## src/include/dsf_consts.svh

```systemverilog
// Sector layout, sizes and control bit positions of the sector formatter.
// Included by the formatter modules; holds definitions only.
`ifndef DSF_CONSTS_SVH
`define DSF_CONSTS_SVH
`define DSF_POSTAMBLE_BYTES 4
`define DSF_PREAMBLE_BYTES 13
`define DSF_SYNC_BYTES 1
`define DSF_HEADER_BYTES 4
`define DSF_CHECK_BYTES 4
`define DSF_TRAIL_BYTES 2
`define DSF_DATA_BYTES 512
`define DSF_FIELD_BYTES 556
`define DSF_RECOVERY_MIN 10
`define DSF_MIN_SECTOR 570
`define DSF_MIN_SECTOR_REMOVABLE 574
`define DSF_SECTOR_BYTES 576
`define DSF_SECTORS_PER_TRACK 35
`define DSF_INTERLEAVE 3
`define DSF_MAX_UNITS 8
`define DSF_UNITS_DRIVE0 4
`define DSF_UNITS_DRIVE1 4
`define DSF_UNIT_SPAN 100
`define DSF_HEADS 19
`define DSF_LOGICAL_HEADS 20
// Sync pattern and check polynomials are arbitrary defaults
`define DSF_SYNC_PATTERN 8'h5E
`define DSF_CRC_POLY 32'h00A00805
`define DSF_ECC_POLY 32'h40A00B05
`define DSF_CHECK_SEED 32'h00000000
`define DSF_CB_WRITE_GATE 0
`define DSF_CB_READ_GATE 1
`define DSF_CB_ADDRESS_MARK_ENABLE 5
`endif

```

## src/logic/dsf_unused_marker_none.sv

```systemverilog
// No logic lives in this file.

```

## src/include/dsf_pkg.sv

```systemverilog
// Types shared by the sector formatter modules.
// Assumes nothing beyond a SystemVerilog compiler.
package dsf_pkg;
  typedef enum logic [3:0] {
    DSF_IDLE, DSF_WAIT, DSF_POST, DSF_HPRE, DSF_HSYNC, DSF_HDR, DSF_HCHK,
    DSF_HTRL, DSF_DPRE, DSF_DSYNC, DSF_DATA, DSF_DCHK, DSF_DTRL, DSF_RECOV
  } dsf_phase_type;
  typedef struct packed {
    logic [2:0] unit;
    logic [15:0] cylinder;
    logic [7:0] track;
    logic [7:0] sector;
  } dsf_addr_type;
  typedef struct packed {
    logic servo_clock;
    logic read_clock;
    logic read_data;
    logic sector_pulse;
    logic index_pulse;
  } dsf_drive_in_type;
  typedef struct packed {
    logic write_data;
    logic write_clock;
    logic control_tag;
    logic [9:0] control_bit;
    logic drive_select;
  } dsf_drive_out_type;
  typedef struct packed {
    logic busy;
    logic done;
    logic unit_error;
    logic header_crc_error;
    logic header_mismatch;
    logic data_check;
    logic correction_request;
    logic sector_overrun;
  } dsf_status_type;
  typedef struct packed {
    logic [15:0] cylinder;
    logic [7:0] head;
    logic drive;
  } dsf_phys_type;
  typedef struct packed {
    logic [7:0] tx_shift;
    logic [2:0] tx_count;
    logic tx_bit;
    logic tx_take;
    logic [7:0] rx_shift;
    logic [2:0] rx_count;
    logic framed;
    logic [7:0] rx_byte;
    logic rx_valid;
    logic sync_found;
  } dsf_serdes_state_type;
  typedef struct packed {
    logic [31:0] value;
  } dsf_check_state_type;
  typedef struct packed {
    dsf_drive_in_type sync1;
    dsf_drive_in_type sync2;
    dsf_drive_in_type last;
    dsf_phase_type phase;
    logic writing;
    logic [9:0] count;
    logic [7:0] sector_count;
    logic [7:0] target;
    dsf_addr_type addr;
    dsf_phys_type phys;
    logic [7:0] cur_byte;
    logic [31:0] snap;
    logic [7:0] pend;
    logic pend_full;
    logic fill;
    logic [9:0] took;
    logic [31:0] rx_header;
    dsf_drive_out_type drive;
    dsf_status_type status;
    logic cmd_ready;
    logic wr_ready;
    logic [7:0] rd_data;
    logic rd_valid;
  } dsf_top_state_type;
endpackage : dsf_pkg

```

## src/logic/dsf_check.sv

```systemverilog
// Shared 32-bit check register: header cyclic check or data-field code.
// Assumes byte strobes from the formatter on the same clock.
`include "dsf_consts.svh"
module dsf_check #(
  parameter logic [31:0] CRC_POLY = `DSF_CRC_POLY,
  parameter logic [31:0] ECC_POLY = `DSF_ECC_POLY,
  parameter logic [31:0] SEED = `DSF_CHECK_SEED
) (
  // Clock and reset
  input wire logic clk,
  input wire logic resetn,
  // Byte feed
  input wire logic clear,
  input wire logic ecc_mode,
  input wire logic en,
  input wire logic [7:0] data_byte,
  // Remainder, zero after a clean field plus its check bytes
  output logic [31:0] value
);
  dsf_pkg::dsf_check_state_type s;
  dsf_pkg::dsf_check_state_type n;

  function automatic logic [31:0] step(input logic [31:0] r, input logic [7:0] d,
                                       input logic [31:0] p);
    logic [31:0] t;
    logic fb;
    t = r;
    for (int i = 7; i >= 0; i--) begin
      fb = t[31] ^ d[i];
      t = {t[30:0], 1'b0} ^ (fb ? p : 32'h00000000);
    end
    return t;
  endfunction : step

  always_comb begin
    n = s;
    if (clear) begin
      n.value = SEED;
    end else if (en) begin
      n.value = step(s.value, data_byte, ecc_mode ? ECC_POLY : CRC_POLY);
    end
  end

  always_ff @(posedge clk or negedge resetn) begin
    if (!resetn) begin
      s <= '0;
    end else begin
      s <= n;
    end
  end

  assign value = s.value;
endmodule : dsf_check

```

## src/logic/dsf_formatter.sv

```systemverilog
// Disk sector formatter/deformatter: writes and reads one sector per command.
// Drive cable inputs are asynchronous; the command side is on clk.
`include "dsf_consts.svh"
module dsf_formatter #(
  parameter int SECTOR_BYTES = `DSF_SECTOR_BYTES,
  parameter int SECTORS_PER_TRACK = `DSF_SECTORS_PER_TRACK,
  parameter bit REMOVABLE = 1'b1,
  parameter int POSTAMBLE_BYTES = `DSF_POSTAMBLE_BYTES,
  parameter bit MAP_BY_TRACKS = 1'b0,
  parameter int UNITS_DRIVE0 = `DSF_UNITS_DRIVE0,
  parameter int UNITS_DRIVE1 = `DSF_UNITS_DRIVE1,
  parameter int UNIT_SPAN = `DSF_UNIT_SPAN,
  parameter int HEADS = `DSF_HEADS,
  parameter int LOGICAL_HEADS = `DSF_LOGICAL_HEADS,
  parameter logic [7:0] SYNC_PATTERN = `DSF_SYNC_PATTERN,
  parameter logic [31:0] CRC_POLY = `DSF_CRC_POLY,
  parameter logic [31:0] ECC_POLY = `DSF_ECC_POLY
) (
  // Clock and reset
  input wire logic clk,
  input wire logic resetn,
  // Command
  input wire logic cmd_valid,
  input wire logic cmd_write,
  input wire dsf_pkg::dsf_addr_type cmd_addr,
  input wire logic [9:0] drive_command,
  output dsf_pkg::dsf_addr_type cmd_ready_unused_guard,
  output logic cmd_ready,
  output dsf_pkg::dsf_phys_type phys,
  output dsf_pkg::dsf_status_type status,
  // Sector data
  input wire logic [7:0] wr_data,
  input wire logic wr_valid,
  output logic wr_ready,
  output logic [7:0] rd_data,
  output logic rd_valid,
  // Drive cables
  input wire dsf_pkg::dsf_drive_in_type drive_in,
  output dsf_pkg::dsf_drive_out_type drive_out
);
  // Sector geometry, clamped so a bad parameter cannot break the layout
  localparam int MIN_LEN = REMOVABLE ? `DSF_MIN_SECTOR_REMOVABLE : `DSF_MIN_SECTOR;
  localparam int SECT_LEN = (SECTOR_BYTES < MIN_LEN) ? MIN_LEN : SECTOR_BYTES;
  localparam int POST = (POSTAMBLE_BYTES < `DSF_POSTAMBLE_BYTES) ?
                        `DSF_POSTAMBLE_BYTES : POSTAMBLE_BYTES;
  localparam int RECOV0 = SECT_LEN - POST - `DSF_FIELD_BYTES;
  localparam int RECOV = (RECOV0 < `DSF_RECOVERY_MIN) ? `DSF_RECOVERY_MIN : RECOV0;
  localparam int U0 = (UNITS_DRIVE0 < 1) ? 1 : (UNITS_DRIVE0 > 8) ? 8 : UNITS_DRIVE0;
  localparam int U1R = `DSF_MAX_UNITS - U0;
  localparam int U1 = (UNITS_DRIVE1 > U1R) ? U1R : UNITS_DRIVE1;

  dsf_pkg::dsf_top_state_type s;
  dsf_pkg::dsf_top_state_type n;
  logic servo_rise;
  logic read_rise;
  logic sector_rise;
  logic index_rise;
  logic tx_bit;
  logic tx_take;
  logic [7:0] rx_byte;
  logic rx_valid;
  logic sync_found;
  logic rx_hunt;
  logic chk_clear;
  logic chk_en;
  logic chk_mode;
  logic [7:0] chk_byte;
  logic [31:0] check;
  logic [9:0] c1;
  logic [7:0] b;

  function automatic logic [9:0] region_len(input dsf_pkg::dsf_phase_type p);
    unique case (p)
      dsf_pkg::DSF_POST: return 10'(POST);
      dsf_pkg::DSF_HPRE, dsf_pkg::DSF_DPRE: return 10'(`DSF_PREAMBLE_BYTES);
      dsf_pkg::DSF_HDR: return 10'(`DSF_HEADER_BYTES);
      dsf_pkg::DSF_HCHK, dsf_pkg::DSF_DCHK: return 10'(`DSF_CHECK_BYTES);
      dsf_pkg::DSF_HTRL, dsf_pkg::DSF_DTRL: return 10'(`DSF_TRAIL_BYTES);
      dsf_pkg::DSF_DATA: return 10'(`DSF_DATA_BYTES);
      dsf_pkg::DSF_RECOV: return 10'(RECOV);
      default: return 10'(`DSF_SYNC_BYTES);
    endcase
  endfunction : region_len

  function automatic dsf_pkg::dsf_phase_type next_phase(input dsf_pkg::dsf_phase_type p);
    return dsf_pkg::dsf_phase_type'(4'(p) + 4'h1);
  endfunction : next_phase

  // Header bytes go out high byte first: cylinder, then track, then sector
  function automatic logic [7:0] hdr_byte(input dsf_pkg::dsf_addr_type a,
                                          input logic [1:0] i);
    unique case (i)
      2'h0: return a.cylinder[15:8];
      2'h1: return a.cylinder[7:0];
      2'h2: return a.track;
      default: return a.sector;
    endcase
  endfunction : hdr_byte

  // Spread logical sectors three apart; shift each wrap when the count divides
  function automatic logic [7:0] interleave(input logic [7:0] l);
    int t;
    t = int'(l) * `DSF_INTERLEAVE;
    return 8'(t % SECTORS_PER_TRACK +
              ((SECTORS_PER_TRACK % `DSF_INTERLEAVE == 0) ? t / SECTORS_PER_TRACK : 0));
  endfunction : interleave

  function automatic dsf_pkg::dsf_phys_type map_unit(input dsf_pkg::dsf_addr_type a);
    dsf_pkg::dsf_phys_type p;
    int lu;
    int lin;
    p.drive = (int'(a.unit) >= U0);
    lu = p.drive ? int'(a.unit) - U0 : int'(a.unit);
    if (MAP_BY_TRACKS) begin
      lin = lu * UNIT_SPAN + int'(a.cylinder) * LOGICAL_HEADS + int'(a.track);
      p.cylinder = 16'(lin / HEADS);
      p.head = 8'(lin % HEADS);
    end else begin
      p.cylinder = 16'(lu * UNIT_SPAN + int'(a.cylinder));
      p.head = a.track;
    end
    return p;
  endfunction : map_unit

  function automatic dsf_pkg::dsf_top_state_type finish(input dsf_pkg::dsf_top_state_type t);
    dsf_pkg::dsf_top_state_type r;
    r = t;
    r.phase = dsf_pkg::DSF_IDLE;
    r.writing = 1'b0;
    r.drive.control_bit[`DSF_CB_WRITE_GATE] = 1'b0;
    r.drive.control_bit[`DSF_CB_READ_GATE] = 1'b0;
    r.status.done = 1'b1;
    r.pend_full = 1'b0;
    return r;
  endfunction : finish

  // Edges of the synchronised drive signals; first stage is never read here
  assign servo_rise = s.sync2.servo_clock & ~s.last.servo_clock;
  assign read_rise = s.sync2.read_clock & ~s.last.read_clock;
  assign sector_rise = s.sync2.sector_pulse & ~s.last.sector_pulse;
  assign index_rise = s.sync2.index_pulse & ~s.last.index_pulse;
  assign rx_hunt = !s.writing &&
                   (s.phase == dsf_pkg::DSF_HSYNC || s.phase == dsf_pkg::DSF_DSYNC);

  dsf_serdes #(
    .SYNC_PATTERN(SYNC_PATTERN)
  ) u_serdes (
    .clk(clk),
    .resetn(resetn),
    .tx_tick(servo_rise),
    .tx_byte(s.cur_byte),
    .tx_bit(tx_bit),
    .tx_take(tx_take),
    .rx_tick(read_rise),
    .rx_bit(s.sync2.read_data),
    .rx_hunt(rx_hunt),
    .rx_byte(rx_byte),
    .rx_valid(rx_valid),
    .sync_found(sync_found)
  );

  dsf_check #(
    .CRC_POLY(CRC_POLY),
    .ECC_POLY(ECC_POLY),
    .SEED(`DSF_CHECK_SEED)
  ) u_check (
    .clk(clk),
    .resetn(resetn),
    .clear(chk_clear),
    .ecc_mode(chk_mode),
    .en(chk_en),
    .data_byte(chk_byte),
    .value(check)
  );

  always_comb begin
    n = s;
    chk_clear = 1'b0;
    chk_en = 1'b0;
    chk_byte = 8'h00;
    b = 8'h00;
    c1 = s.count + 10'h001;
    n.sync1 = drive_in;
    n.sync2 = s.sync1;
    n.last = s.sync2;
    n.status.done = 1'b0;
    n.status.correction_request = 1'b0;
    n.rd_valid = 1'b0;
    // A runt sector without a pulse is the one index opens, and it counts as sector 0
    if (index_rise) begin
      n.sector_count = 8'h00;
    end else if (sector_rise) begin
      n.sector_count = s.sector_count + 8'h01;
    end
    if (wr_valid && s.wr_ready) begin
      n.pend = wr_data;
      n.pend_full = 1'b1;
      n.took = s.took + 10'h001;
    end
    unique case (s.phase)
      dsf_pkg::DSF_IDLE: begin
        if (cmd_valid && s.cmd_ready) begin
          n.status = '0;
          n.addr = cmd_addr;
          n.phys = map_unit(cmd_addr);
          n.target = interleave(cmd_addr.sector);
          n.writing = cmd_write;
          n.fill = 1'b0;
          n.took = 10'h000;
          n.pend_full = 1'b0;
          if (int'(cmd_addr.unit) >= U0 + U1 ||
              int'(cmd_addr.sector) >= SECTORS_PER_TRACK) begin
            n.status.unit_error = 1'b1;
            n.status.done = 1'b1;
          end else begin
            n.phase = dsf_pkg::DSF_WAIT;
          end
        end
      end
      dsf_pkg::DSF_WAIT: begin
        if ((index_rise || sector_rise) && n.sector_count == s.target) begin
          n.count = 10'h000;
          n.cur_byte = 8'h00;
          if (s.writing) begin
            n.phase = dsf_pkg::DSF_POST;
            n.drive.control_bit[`DSF_CB_WRITE_GATE] = 1'b1;
          end else begin
            n.phase = dsf_pkg::DSF_HSYNC;
            n.drive.control_bit[`DSF_CB_READ_GATE] = 1'b1;
            chk_clear = 1'b1;
          end
        end
      end
      default: begin
        if (index_rise || sector_rise) begin
          // The next pulse ends any sector still in progress
          n = finish(n);
          n.status.sector_overrun = 1'b1;
        end else if (s.writing) begin
          if (tx_take) begin
            if (s.phase == dsf_pkg::DSF_RECOV && c1 == region_len(s.phase)) begin
              n = finish(n);
            end else begin
              if (c1 == region_len(s.phase)) begin
                n.phase = next_phase(s.phase);
                n.count = 10'h000;
              end else begin
                n.count = c1;
              end
              n.cur_byte = 8'h00;
              case (n.phase)
                dsf_pkg::DSF_HSYNC, dsf_pkg::DSF_DSYNC: begin
                  n.cur_byte = SYNC_PATTERN;
                  chk_clear = 1'b1;
                end
                dsf_pkg::DSF_HDR: begin
                  b = hdr_byte(s.addr, n.count[1:0]);
                  n.cur_byte = b;
                  chk_en = 1'b1;
                  chk_byte = b;
                end
                dsf_pkg::DSF_HCHK, dsf_pkg::DSF_DCHK: begin
                  if (n.count == 10'h000) begin
                    n.cur_byte = check[31:24];
                    n.snap = {check[23:0], 8'h00};
                  end else begin
                    n.cur_byte = s.snap[31:24];
                    n.snap = {s.snap[23:0], 8'h00};
                  end
                end
                dsf_pkg::DSF_DATA: begin
                  if (n.pend_full) begin
                    b = n.pend;
                    n.pend_full = 1'b0;
                  end else begin
                    n.fill = 1'b1;
                  end
                  n.cur_byte = b;
                  chk_en = 1'b1;
                  chk_byte = b;
                end
                dsf_pkg::DSF_RECOV: begin
                  // Hold the gate until the second trailing zero has fully left the shifter
                  n.drive.control_bit[`DSF_CB_WRITE_GATE] = (s.phase != dsf_pkg::DSF_RECOV);
                end
                default: begin
                end
              endcase
            end
          end
        end else begin
          case (s.phase)
            dsf_pkg::DSF_HSYNC, dsf_pkg::DSF_DSYNC: begin
              if (sync_found) begin
                n.phase = next_phase(s.phase);
                n.count = 10'h000;
              end
            end
            dsf_pkg::DSF_HDR, dsf_pkg::DSF_HCHK, dsf_pkg::DSF_DATA,
            dsf_pkg::DSF_DCHK: begin
              if (rx_valid) begin
                chk_en = 1'b1;
                chk_byte = rx_byte;
                if (s.phase == dsf_pkg::DSF_HDR) begin
                  n.rx_header = {s.rx_header[23:0], rx_byte};
                end
                if (s.phase == dsf_pkg::DSF_DATA) begin
                  n.rd_data = rx_byte;
                  n.rd_valid = 1'b1;
                end
                if (c1 == region_len(s.phase)) begin
                  n.phase = next_phase(s.phase);
                  n.count = 10'h000;
                end else begin
                  n.count = c1;
                end
              end
            end
            dsf_pkg::DSF_HTRL: begin
              if (check != 32'h00000000) begin
                n = finish(n);
                n.status.header_crc_error = 1'b1;
              end else if (s.rx_header != {s.addr.cylinder, s.addr.track, s.addr.sector}) begin
                n = finish(n);
                n.status.header_mismatch = 1'b1;
              end else begin
                n.phase = dsf_pkg::DSF_DSYNC;
                chk_clear = 1'b1;
              end
            end
            dsf_pkg::DSF_DTRL: begin
              n = finish(n);
              if (check != 32'h00000000) begin
                n.status.data_check = 1'b1;
                n.status.correction_request = 1'b1;
              end
            end
            default: begin
            end
          endcase
        end
      end
    endcase
    // Data-field code mode is selected by the phase the byte belongs to
    chk_mode = (n.phase > dsf_pkg::DSF_HTRL);
    n.status.busy = (n.phase != dsf_pkg::DSF_IDLE);
    n.cmd_ready = (n.phase == dsf_pkg::DSF_IDLE);
    n.wr_ready = n.writing && n.status.busy && !n.pend_full && !n.fill &&
                 (n.took < 10'(`DSF_DATA_BYTES));
    n.drive.write_data = tx_bit & n.drive.control_bit[`DSF_CB_WRITE_GATE];
    n.drive.write_clock = s.sync2.servo_clock;
    n.drive.control_tag = n.status.busy;
    n.drive.control_bit[9:2] = n.status.busy ? drive_command[9:2] : 8'h00;
    // The formatter supplies its own sync byte, so address marks stay off
    n.drive.control_bit[`DSF_CB_ADDRESS_MARK_ENABLE] = 1'b0;
    n.drive.drive_select = n.phys.drive;
  end

  always_ff @(posedge clk or negedge resetn) begin
    if (!resetn) begin
      s <= '0;
      s.phase <= dsf_pkg::DSF_IDLE;
      s.cmd_ready <= 1'b1;
    end else begin
      s <= n;
    end
  end

  assign cmd_ready = s.cmd_ready;
  assign cmd_ready_unused_guard = s.addr;
  assign phys = s.phys;
  assign status = s.status;
  assign wr_ready = s.wr_ready;
  assign rd_data = s.rd_data;
  assign rd_valid = s.rd_valid;
  assign drive_out = s.drive;
endmodule : dsf_formatter

```

## src/logic/dsf_serdes.sv

```systemverilog
// Bit serialiser and sync-framed deserialiser for the serial data cable.
// Assumes bit ticks already derived from synchronised drive clocks.
`include "dsf_consts.svh"
module dsf_serdes #(
  parameter logic [7:0] SYNC_PATTERN = `DSF_SYNC_PATTERN
) (
  // Clock and reset
  input wire logic clk,
  input wire logic resetn,
  // Transmit
  input wire logic tx_tick,
  input wire logic [7:0] tx_byte,
  output logic tx_bit,
  output logic tx_take,
  // Receive
  input wire logic rx_tick,
  input wire logic rx_bit,
  input wire logic rx_hunt,
  output logic [7:0] rx_byte,
  output logic rx_valid,
  output logic sync_found
);
  dsf_pkg::dsf_serdes_state_type s;
  dsf_pkg::dsf_serdes_state_type n;
  logic [7:0] sh;

  always_comb begin
    n = s;
    n.tx_take = 1'b0;
    n.rx_valid = 1'b0;
    n.sync_found = 1'b0;
    sh = {s.rx_shift[6:0], rx_bit};
    if (tx_tick) begin
      // Loading on the first bit gives the formatter a whole byte time to refill
      if (s.tx_count == 3'h0) begin
        n.tx_bit = tx_byte[7];
        n.tx_shift = {tx_byte[6:0], 1'b0};
        n.tx_take = 1'b1;
      end else begin
        n.tx_bit = s.tx_shift[7];
        n.tx_shift = {s.tx_shift[6:0], 1'b0};
      end
      n.tx_count = s.tx_count + 3'h1;
    end
    if (rx_tick) begin
      n.rx_shift = sh;
      if (rx_hunt) begin
        n.framed = (sh == SYNC_PATTERN);
        n.rx_count = 3'h0;
        n.sync_found = (sh == SYNC_PATTERN);
      end else if (s.framed) begin
        n.rx_count = s.rx_count + 3'h1;
        if (s.rx_count == 3'h7) begin
          n.rx_byte = sh;
          n.rx_valid = 1'b1;
        end
      end
    end
  end

  always_ff @(posedge clk or negedge resetn) begin
    if (!resetn) begin
      s <= '0;
    end else begin
      s <= n;
    end
  end

  assign tx_bit = s.tx_bit;
  assign tx_take = s.tx_take;
  assign rx_byte = s.rx_byte;
  assign rx_valid = s.rx_valid;
  assign sync_found = s.sync_found;
endmodule : dsf_serdes

```

## config.mk

```make
export PLATFORM = sky130hd
export DESIGN_NAME = dsf_formatter
export DESIGN_NICKNAME = d
export VERILOG_FILES = /design/src/logic/dsf_unused_marker_none.sv /design/src/include/dsf_pkg.sv /design/src/logic/dsf_check.sv /design/src/logic/dsf_formatter.sv /design/src/logic/dsf_serdes.sv
export VERILOG_INCLUDE_DIRS = /design/src /design/src/include
export SDC_FILE = /design/constraint.sdc
export NUM_CORES = 1
export LEC_CHECK = 0
export BUFFER_PORTS_ARGS = -buffer_cell sky130_fd_sc_hd__buf_2
export CORE_MARGIN = 3
export CORE_UTILIZATION = 48
export DETAILED_ROUTE_END_ITERATION = 16
export GPL_ROUTABILITY_DRIVEN = 0
export PLACE_DENSITY = 0.77
export REMOVE_ABC_BUFFERS = 1
export SYNTH_ARGS = -nofsm -noshare
export SYNTH_HDL_FRONTEND = slang
export SYNTH_SLANG_ARGS = --single-unit
```

## constraint.sdc

```tcl
create_clock -name clk -period 17.2 [get_ports clk]
set_input_delay 3.44 -clock clk [delete_from_list [all_inputs] [get_ports clk]]
set_output_delay 3.44 -clock clk [all_outputs]
set_load 0.03 [all_outputs]
```

Yosys cells after proc, flatten, opt, wreduce, memory -nomap -nowiden
Memories as Yosys holds them, arrays and structs flattened.
Cells that the tools add are included.
Operators by class
  multiplexer cells: 145
  equal/unequal tests: 45
  shifts and indexed selects: 0
  reductions and logical operators: 52
  $add $sub $neg: 8
  bitwise operators: 33
  order comparisons: 4
  multiply operators: 2
  div/mod/pow operators: 1
Operators with widths (count)
  $mux W216: 4
  $mux W32: 14
  $pmux W136 S2: 1
  $mux W10: 26
  $xor A32 B32 Y32: 8
  $pmux W68 S2: 1
  $mux W8: 15
  $mux W40: 2
  $mux W77: 1
  $mux W68: 1
  $pmux W32 S2: 1
  $mux W4: 13
  $pmux W24 S2: 1
  $eq A4 B4 Y1 const B: 9
  $reduce_and A7 Y1: 5
  $mux W1: 34
  $mod A32 B7 Y32 const B: 1
  $mul A32 B6 Y14 const B: 1
  $ne A32 B32 Y1: 1
  $pmux W8 S2: 2
  $pmux W8 S4: 1
  $reduce_bool A32 Y1: 1
  $mux W31: 1
  $eq A10 B10 Y1: 3
  64 further kinds: 143
Storage, ports and cells
  input port bits: 63
  register bits after elaboration: 293
  memories: 3
  memory bits (writable): 0
  word-level logic and storage cells: 353
  latch bits: 0
  ROM bits: 288
Memory list
  (name not given): words 16, width 6, read ports 1, clocked after memory_dff 0, wr ports 0, RTL line dsf_formatter.sv:73  | unique case (p)
  (name not given): words 16, width 6, read ports 1, clocked after memory_dff 0, wr ports 0, RTL line dsf_formatter.sv:73
  (name not given): words 16, width 6, read ports 1, clocked after memory_dff 0, wr ports 0, RTL line dsf_formatter.sv:73

Logic depth before layout (Yosys ltp)
Gate-level depths: netlist of run 1.
  depth in word-level cells: 54
  depth in mapped cells: 32
  depth with buffers taken out: 31

Cells and area by module
Synthesis of run 1 repeated with hierarchy kept, for this count alone.
Unflattened totals
  cell total of the unflattened synthesis: 1878
  area total of the unflattened synthesis: 17013.8 µm²
By module, submodules not included
  dsf_formatter: cells each 1576, area an instance 13640.6 µm², instances 1, seq. area each 5206.2 µm²
  dsf_check: cells each 184, area an instance 1903.1 µm², instances 1, seq. area each 800.8 µm²
  dsf_serdes: cells each 118, area an instance 1470.2 µm², instances 1, seq. area each 825.8 µm²

Worst setup path after synthesis of run 1
OpenSTA, ideal clock, no wires.
  path kind: input port to flip-flop
  start point: in cmd_addr[0] (netlist name)
  end point: reg s[186] (netlist name)
  path buffers: 1
  library setup time: 0.135 ns
  arrival: 10.523 ns
  slack: 6.542 ns
  cell stages on the path: 30
  cells stage by stage: ha_1 > fa_1 > a21o_1 > and3_1 > or4_4 > nor4_4 > nand2_1 > ha_1 > or3_2 > a2bb2oi_4 > o211a_4 > and2_4 > buf_6 > o211a_1 > o21ai_1 > a32oi_1 > ha_1 > or4_1 > a21oi_1 > a2111oi_2 > o21a_1 > a211oi_4 > xnor2_1 > ha_1 > or4_1 > nand3_1 > nand2b_1 > a21oi_2 > mux2i_1 > o21ai_0
Between the ends
  longest elaborated chain between the ends: 4
Ends and longest elaborated chain
  start, declared: RTL line dsf_formatter.sv:25  | input wire dsf_pkg::dsf_addr_type cmd_addr,
  $mul A8 B2 Y10 (no line)
  $mod A32 B7 Y32: RTL line dsf_formatter.sv:104  | return 8'(t % SECTORS_PER_TRACK +
  $mux W68: RTL line dsf_formatter.sv:202  | if (cmd_valid && s.cmd_ready) begin
  $pmux W68 S2: RTL line dsf_formatter.sv:200  | unique case (s.phase)
  end signal, assigned: RTL line dsf_formatter.sv:365  | s <= n;
  end, declared: RTL line dsf_formatter.sv:52  | dsf_pkg::dsf_top_state_type s;
Every way passes these cells. The select of a mux whose other input is x is not followed.
A chain may end at the register's enable or synchronous reset.

Worst setup path after layout of run 1
Same ends and word-level chain as after synthesis.

==> flow_metrics.tcl, run 1 <==
set metrics [dict create \
    cts.sinks 273 \
    synth_area_mm2 0.0170 \
    antenna_found_initial 1 \
    path_max_fanout 10 \
    diodes 0 \
    drv_slew 0 \
    io_pins 156 \
    r2r-end "u_check.value[23]" \
    row_count 68 \
    post_cts_resized 0 \
    syn_to_final_growth_pct 8.84 \
    ys_seq_area_frac 0.401 \
    hold_class "register to register" \
    regArea_mm2 0.00683 \
    wl_per_cell_um 18.4 \
    cts_tree "done" \
    htree_levels 1 \
    setup_tns_ps 0 \
    grt_setup_unrepaired "no" \
    cap_violations 0 \
    grt_max_degree 128 \
    clock_latency_ps 550 \
    worst_slew_pin_slew_ps 1040 \
    max_freq_mhz 89.3 \
    grt_usage 0.223 \
    grt_pass1_vias 13300 \
    die_h_um 194 \
    grt-ovfl-total 0 \
    min_to "s[221]" \
    cts.clk_slew.worst_paths_ps 60 \
    dp_hpwl_um 31700 \
    slew_headroom 0.308 \
    final_nets 1998 \
    slowest_stage "or4_4" \
    ys_ff_latch 273 \
    synth_warnings 0 \
    post_cts_buffers 0 \
    root_buffer "clkbuf_16" \
    fp.coreArea_mm2 0.0348 \
    power.total_mw 2.97 \
    ant_nets 0 \
    dr.pass1.iters 5 \
    synthCells 1842 \
    layout_common_cells "296 x nand2_1, 272 x dfrtp_1, 150 x buf_2" \
    min_from "s[226]" \
    cts_buffer_depth 3 \
    p_leak_nw 8.59 \
    whs_path_depth 0 \
    finalCritPeriodShare 0.651 \
    path_class "primary input to register" \
    cts_made_buffers 29 \
    fillCellCount 3057 \
    status "finished, final reports clean" \
    final_core_util 0.533 \
    synth_edf_count 0 \
    drc 0 \
    power_density_mw_per_mm2 160 \
    dieArea_mm2 0.0378 \
    ys.flop_type "dfrtp_1" \
    ir_drop_mv 0.142 \
    finClkSkew_ps 11.5 \
    initial_core_util 0.490 \
    fin_crit_ps 11200 \
    hold_buffers 0 \
    routed_wl_um 43400 \
    multi_input_area_mm2 0.00914 \
    via_per_inst 5.80 \
    final_hold_viol_count 0 \
    syn_area_per_cell_um2 9.25 \
    cp.arrival_ps 11590 \
    cp-end-kind "register" \
    cp_common_cell "ha_1" \
    die_x_um 194 \
    drive_gt1_frac 0.176 \
    rrSetupSlack_ps 10000 \
    setup_viol 0 \
    critPathLaunchType "primary input" \
    r2r_start "s[214]" \
    max_stage_delay_ps 570 \
    worstPathRequired_ps 17590 \
    grt_pass1_wl_um 70500 \
    async_flop_share 1.00 \
    io_buffers 151 \
    vias 13700 \
    final_common_cell "nand2_1" \
    worstRegToRegCells 20 \
    synthDistinctLibCells 110 \
    dr.first_iter.drc_count 1047 \
]
-- stage by stage --
stage / area, um2 / hold WS (ps) / worst slack (ps) / instances
global placement: 17600 / 337 / 5760 / 2303
finish: 18500 / 357 / 6000 / 2357
CTS: 18500 / 362 / 6090 / 2357
global route: 18500 / 371 / 5410 / 2357
floorplan: 16100 / 331 / 6550 / 1686
detailed placement: 17600 / 342 / 5570 / 2303
-- routing by layer --
| layer | track usage | up-vias | wire, um |
|---|---|---|---|
| li1 | - | 6437 | - |
| met3 | 0.0482 | 95 | 3430 |
| met5 | 0 | - | 13 |
| met1 | 0.309 | 6571 | 18900 |
| met4 | 0.0718 | 2 | 1410 |
| met2 | 0.352 | 566 | 19600 |
-- where the power goes --
part	internal, mW	switching [mW]	leakage, nW
Clock	0.393	0.253	0.479
Combinational	0.478	0.879	4.63
Sequential	0.795	0.172	3.48
Total	1.67	1.30	8.59
-- kinds of logic after synthesis --
| group | share of synthesized area |
|---|---|
| other | 0.000441 |
| AOI/OAI and AO/OA | 0.155 |
| adders and majority gates | 0.0420 |
| buffers and inverters | 0.0666 |
| and+or+nand+nor | 0.179 |
| xor gates and xnor gates | 0.0833 |
| muxes | 0.0724 |
| DFF | 0.401 |
-- layout make-up --
cell class                      count  area share
Multi-Input combinational cell   1369       0.493
Sequential cell                   273       0.369
Timing Repair Buffer              162      0.0458
Clock buffer                       45      0.0451
Tap cell                          455      0.0307
Inverter                           44     0.00891
Clock inverter                      9     0.00817
-- worst max-delay path, delay by kind of cell --
kind                       cells  cell delay (ps)
xor gates and xnor gates       1              200
muxes                          1              230
AOI/OAI and AO/OA             12             2860
and+or+nand+nor               11             3120
adders and majority gates      5             1580
buffers and inverters          1              150
-- Yosys cell counts (9+ instances only) --
library cell	n	area, um2
a21o_1	10	75.1
clkbuf_1	66	248
o21bai_1	9	67.6
nor4_1	24	150
xnor2_1	77	674
mux2i_1	50	500
or2_2	9	56.3
and3_1	15	93.8
dfrtp_1	272	6810
o31ai_1	10	75.1
nor2b_1	23	144
ha_1	54	676
inv_1	41	154
a31oi_1	18	113
mux2_2	63	709
nand3_1	31	155
nand4_1	15	93.8
nor2_1	126	473
o21ai_0	132	661
nand2b_1	14	87.6
a211oi_1	26	195
a21oi_1	72	360
xor2_1	78	683
and2_1	20	125
nand2_1	296	1110
nor3_1	22	110
buf_4	91	683
-- sequential cells by signal, summed over array words and instances (netlist names), 8 cells and up --
| name | flops |
|---|---|
| s | 127 |
| u_serdes.s | 21 |
| status | 8 |
| cmd_ready_unused_guard | 35 |
| drive_out | 12 |
| rd_data | 8 |
| u_check.value | 32 |
| u_serdes.rx_byte | 8 |
| phys | 14 |
-- worst max-delay path by stage --
stage                      from     end  depth (start not counted)
floorplan           cmd_addr[0]  s[186]                         29
global placement    cmd_addr[0]  s[186]                         31
detailed placement  cmd_addr[0]  s[186]                         30
CTS                 cmd_addr[0]  s[186]                         31
global route        cmd_addr[2]  s[186]                         30
finish              cmd_addr[0]  s[186]                         31
Power figures use the tool's default switching activity.
==> inputs of run 2 (changes only) <==
--- a/config.mk
+++ b/config.mk
@@ -6,12 +6,13 @@
 export SDC_FILE = /design/constraint.sdc
 export NUM_CORES = 1
 export LEC_CHECK = 0
+export ABC_AREA = 1
 export BUFFER_PORTS_ARGS = -buffer_cell sky130_fd_sc_hd__buf_2
 export CORE_MARGIN = 3
 export CORE_UTILIZATION = 48
 export DETAILED_ROUTE_END_ITERATION = 16
 export GPL_ROUTABILITY_DRIVEN = 0
-export PLACE_DENSITY = 0.77
+export PLACE_DENSITY = 0.79
 export REMOVE_ABC_BUFFERS = 1
 export SYNTH_ARGS = -nofsm -noshare
 export SYNTH_HDL_FRONTEND = slang
==> constraint.sdc (replaced) <==
create_clock -name clk -period 9.3 [get_ports clk]
set_input_delay 1.86 -clock clk [delete_from_list [all_inputs] [get_ports clk]]
set_output_delay 1.86 -clock clk [all_outputs]
set_load 0.03 [all_outputs]
==> flow_metrics.tcl, run 2 <==
set metrics [dict create \
    critPathLaunchType "primary input" \
    pre_cts_slack_ps 1730 \
    yosys.area_share.simple 0.276 \
    p_sw_frac 0.482 \
    yosysMostFrequentCell "nand2_1" \
    cp.arrival_ps 7570 \
    grt_pass1_vias 14700 \
    initial_core_util 0.492 \
    whs_ps 347 \
    ys_seq_area_frac 0.399 \
    final_cells 2834 \
    hold_class "register to register" \
    dp_hpwl_um 33400 \
    die_x_um 195 \
    cts.clk_slew.worst_paths_ps 60 \
    cp_top_family "simple AND/OR/NAND/NOR gates" \
    finClkSkew_ps 9.08 \
    synthCells 2301 \
    cp_common_cell "nand2_1" \
    critPathBufInv 6 \
    drc 0 \
    syn_area_per_cell_um2 7.44 \
    synthDistinctLibCells 62 \
    cp-end-kind "register" \
    synthAdderAreaFrac 0.0418 \
    synth_edf_count 0 \
    cts.sinks 273 \
    row_count 68 \
    ys.flop_type "dfrtp_1" \
    post_cts_resized 0 \
    setup_viol 0 \
    wl_per_cell_um 15.9 \
    drive_gt1_frac 0.130 \
    fp.coreArea_mm2 0.0348 \
    hold_buffers 0 \
    dr.pass1.iters 10 \
    r2r_start "s[212]" \
    diodes 0 \
    muxShareOfSynthArea 0.00380 \
    p_int_mw 3.16 \
    synth_top_area_cell "dfrtp_1" \
    vias 15400 \
    post_cts_buffers 0 \
    io_pins 156 \
    p_leak_nw 9.52 \
    grt_pass1_wl_um 73300 \
    final_hold_viol_count 0 \
    die_h_um 195 \
    syn_to_final_growth_pct 9.45 \
    min_to "s[222]" \
    power.switching_mw 2.94 \
    root_buffer "clkbuf_16" \
    final_nets 2476 \
    cts_tree "done" \
    max_freq_mhz 142 \
    final_common_cell "nand2_1" \
    slowest_stage "fa_1" \
    path_max_fanout 9 \
    synthTopCellsByArea "dfrtp_1 40%, nand2_1 14%, inv_1 6.3%" \
    synth_compound_area_frac 0.120 \
    setup_tns_ps 0 \
    yosys-top-cells-count "626 x nand2_1, 289 x inv_1, 272 x dfrtp_1" \
    grt_usage 0.230 \
    grt-ovfl-total 0 \
    r2r-end "u_check.value[31]" \
    synth_top_family_by_area "simple AND/OR/NAND/NOR gates" \
    slew_headroom 0.172 \
    finalCritPeriodShare 0.760 \
    synth_top_area_share 0.398 \
    power_density_mw_per_mm2 326 \
    worstRegToRegCells 33 \
    async_flop_share 1.00 \
    path_depth 41 \
    cap_violations 0 \
    clkPwrFrac 0.207 \
    worst_slew_pin_slew_ps 1240 \
    path_class "primary input to register" \
    drv_slew 0 \
    final_core_util 0.538 \
    seqPwrFrac 0.295 \
    status "finished, final reports clean" \
    ant_nets 0 \
    clock_latency_ps 570 \
    worstPathRequired_ps 9800 \
    max_stage_delay_ps 440 \
    largest_reg_flops 127 \
    combPwrFrac 0.499 \
    antenna_found_initial 2 \
    synth_area_mm2 0.0171 \
    layout_common_cells "626 x nand2_1, 289 x inv_1, 272 x dfrtp_1" \
    regMostFlops "s" \
    rrSetupSlack_ps 3630 \
    cts_made_buffers 30 \
    dr.first_iter.drc_count 1513 \
    synth_warnings 0 \
    setup_ws_ps 2230 \
    min_from "s[227]" \
    grt_max_degree 190 \
    via_per_inst 5.44 \
    ys_ff_latch 273 \
    synth-xor-area-share 0.0394 \
    fin_crit_ps 7070 \
    routed_wl_um 45100 \
    grt_setup_unrepaired "no" \
    htree_levels 1 \
    placed_cells 2780 \
    cts_buffer_depth 3 \
    io_buffers 151 \
    ir_drop_mv 0.218 \
    dieArea_mm2 0.0380 \
    whs_path_depth 0 \
]
[run 2: cell types whose count changed after synthesis, moves of 49 or more]
cell     change
inv_1      +248
mux2_2      -59
nand2_1    +330
nand3_1     +70
o21ai_0     +58
xnor2_1     -49
[run 2: worst reg2reg max path, delay by kind of cell, from the launching register on]
kind	cells	cell delay, ps
xor gates and xnor gates	1	160
buffers and inverters	4	550
AOI/OAI and AO/OA	7	1110
and+or+nand+nor	20	2780
DFF	1	490
adders and majority gates	1	400
[run 2: power groups by stage]
stage	registers, mW	clock network (mW)	logic (mW)
2_1_floorplan	2.04	0	1.89
3_3_place_gp	1.79	0	2.90
3_5_place_dp	1.80	0	2.98
4_1_cts	1.79	1.29	3.00
5_1_grt	1.83	1.33	3.36
6_report	1.80	1.26	3.04
[run 2: worst max-delay path by stage]
stage	slack, ps	from	to
after floorplan	2590	cmd_addr[0]	s[187]
after global placement	1890	cmd_addr[1]	s[186]
after detailed placement	1730	cmd_addr[1]	s[186]
after CTS	2310	cmd_addr[1]	s[186]
after global routing	1640	cmd_addr[1]	s[186]
final	2230	cmd_addr[1]	s[186]
[run 2: area by class of cell]
| class | instances | area (um2) |
|---|---|---|
| clock inverter | 15 | 183 |
| clock buffer | 39 | 876 |
| fill | 3159 | 16100 |
| timing repair buffer | 160 | 846 |
| sequential | 273 | 6830 |
| inverter | 305 | 1140 |
| tap | 455 | 569 |
| multi-input combinational | 1587 | 8280 |
[run 2: through the flow]
step	power [mW]	instance area [um2]
final	6.10	18700
after global routing	6.52	18700
after CTS	6.07	18700
after detailed placement	4.78	17700
after global placement	4.69	17700
after floorplan	3.92	16200
[run 2: cells by family (layout without fill, tap and decap cells)]
kind of cell             Yosys count  after routing
multiplexers                       6              6
AO/OA/AOI/OAI                    363            363
AND/OR/NAND/NOR                 1076           1076
other                              2              9
XOR/XNOR                          77             77
flip-flops                       273            273
adder cells (fa/ha/maj)           56             56
buffers and inverters            448            519
[run 2: metal layers]
metal | routed length, um | global-route usage
met2 | 21000 | 0.384
met3 | 3510 | 0.0421
met1 | 18900 | 0.300
met5 | 27 | 0
met4 | 1650 | 0.0813
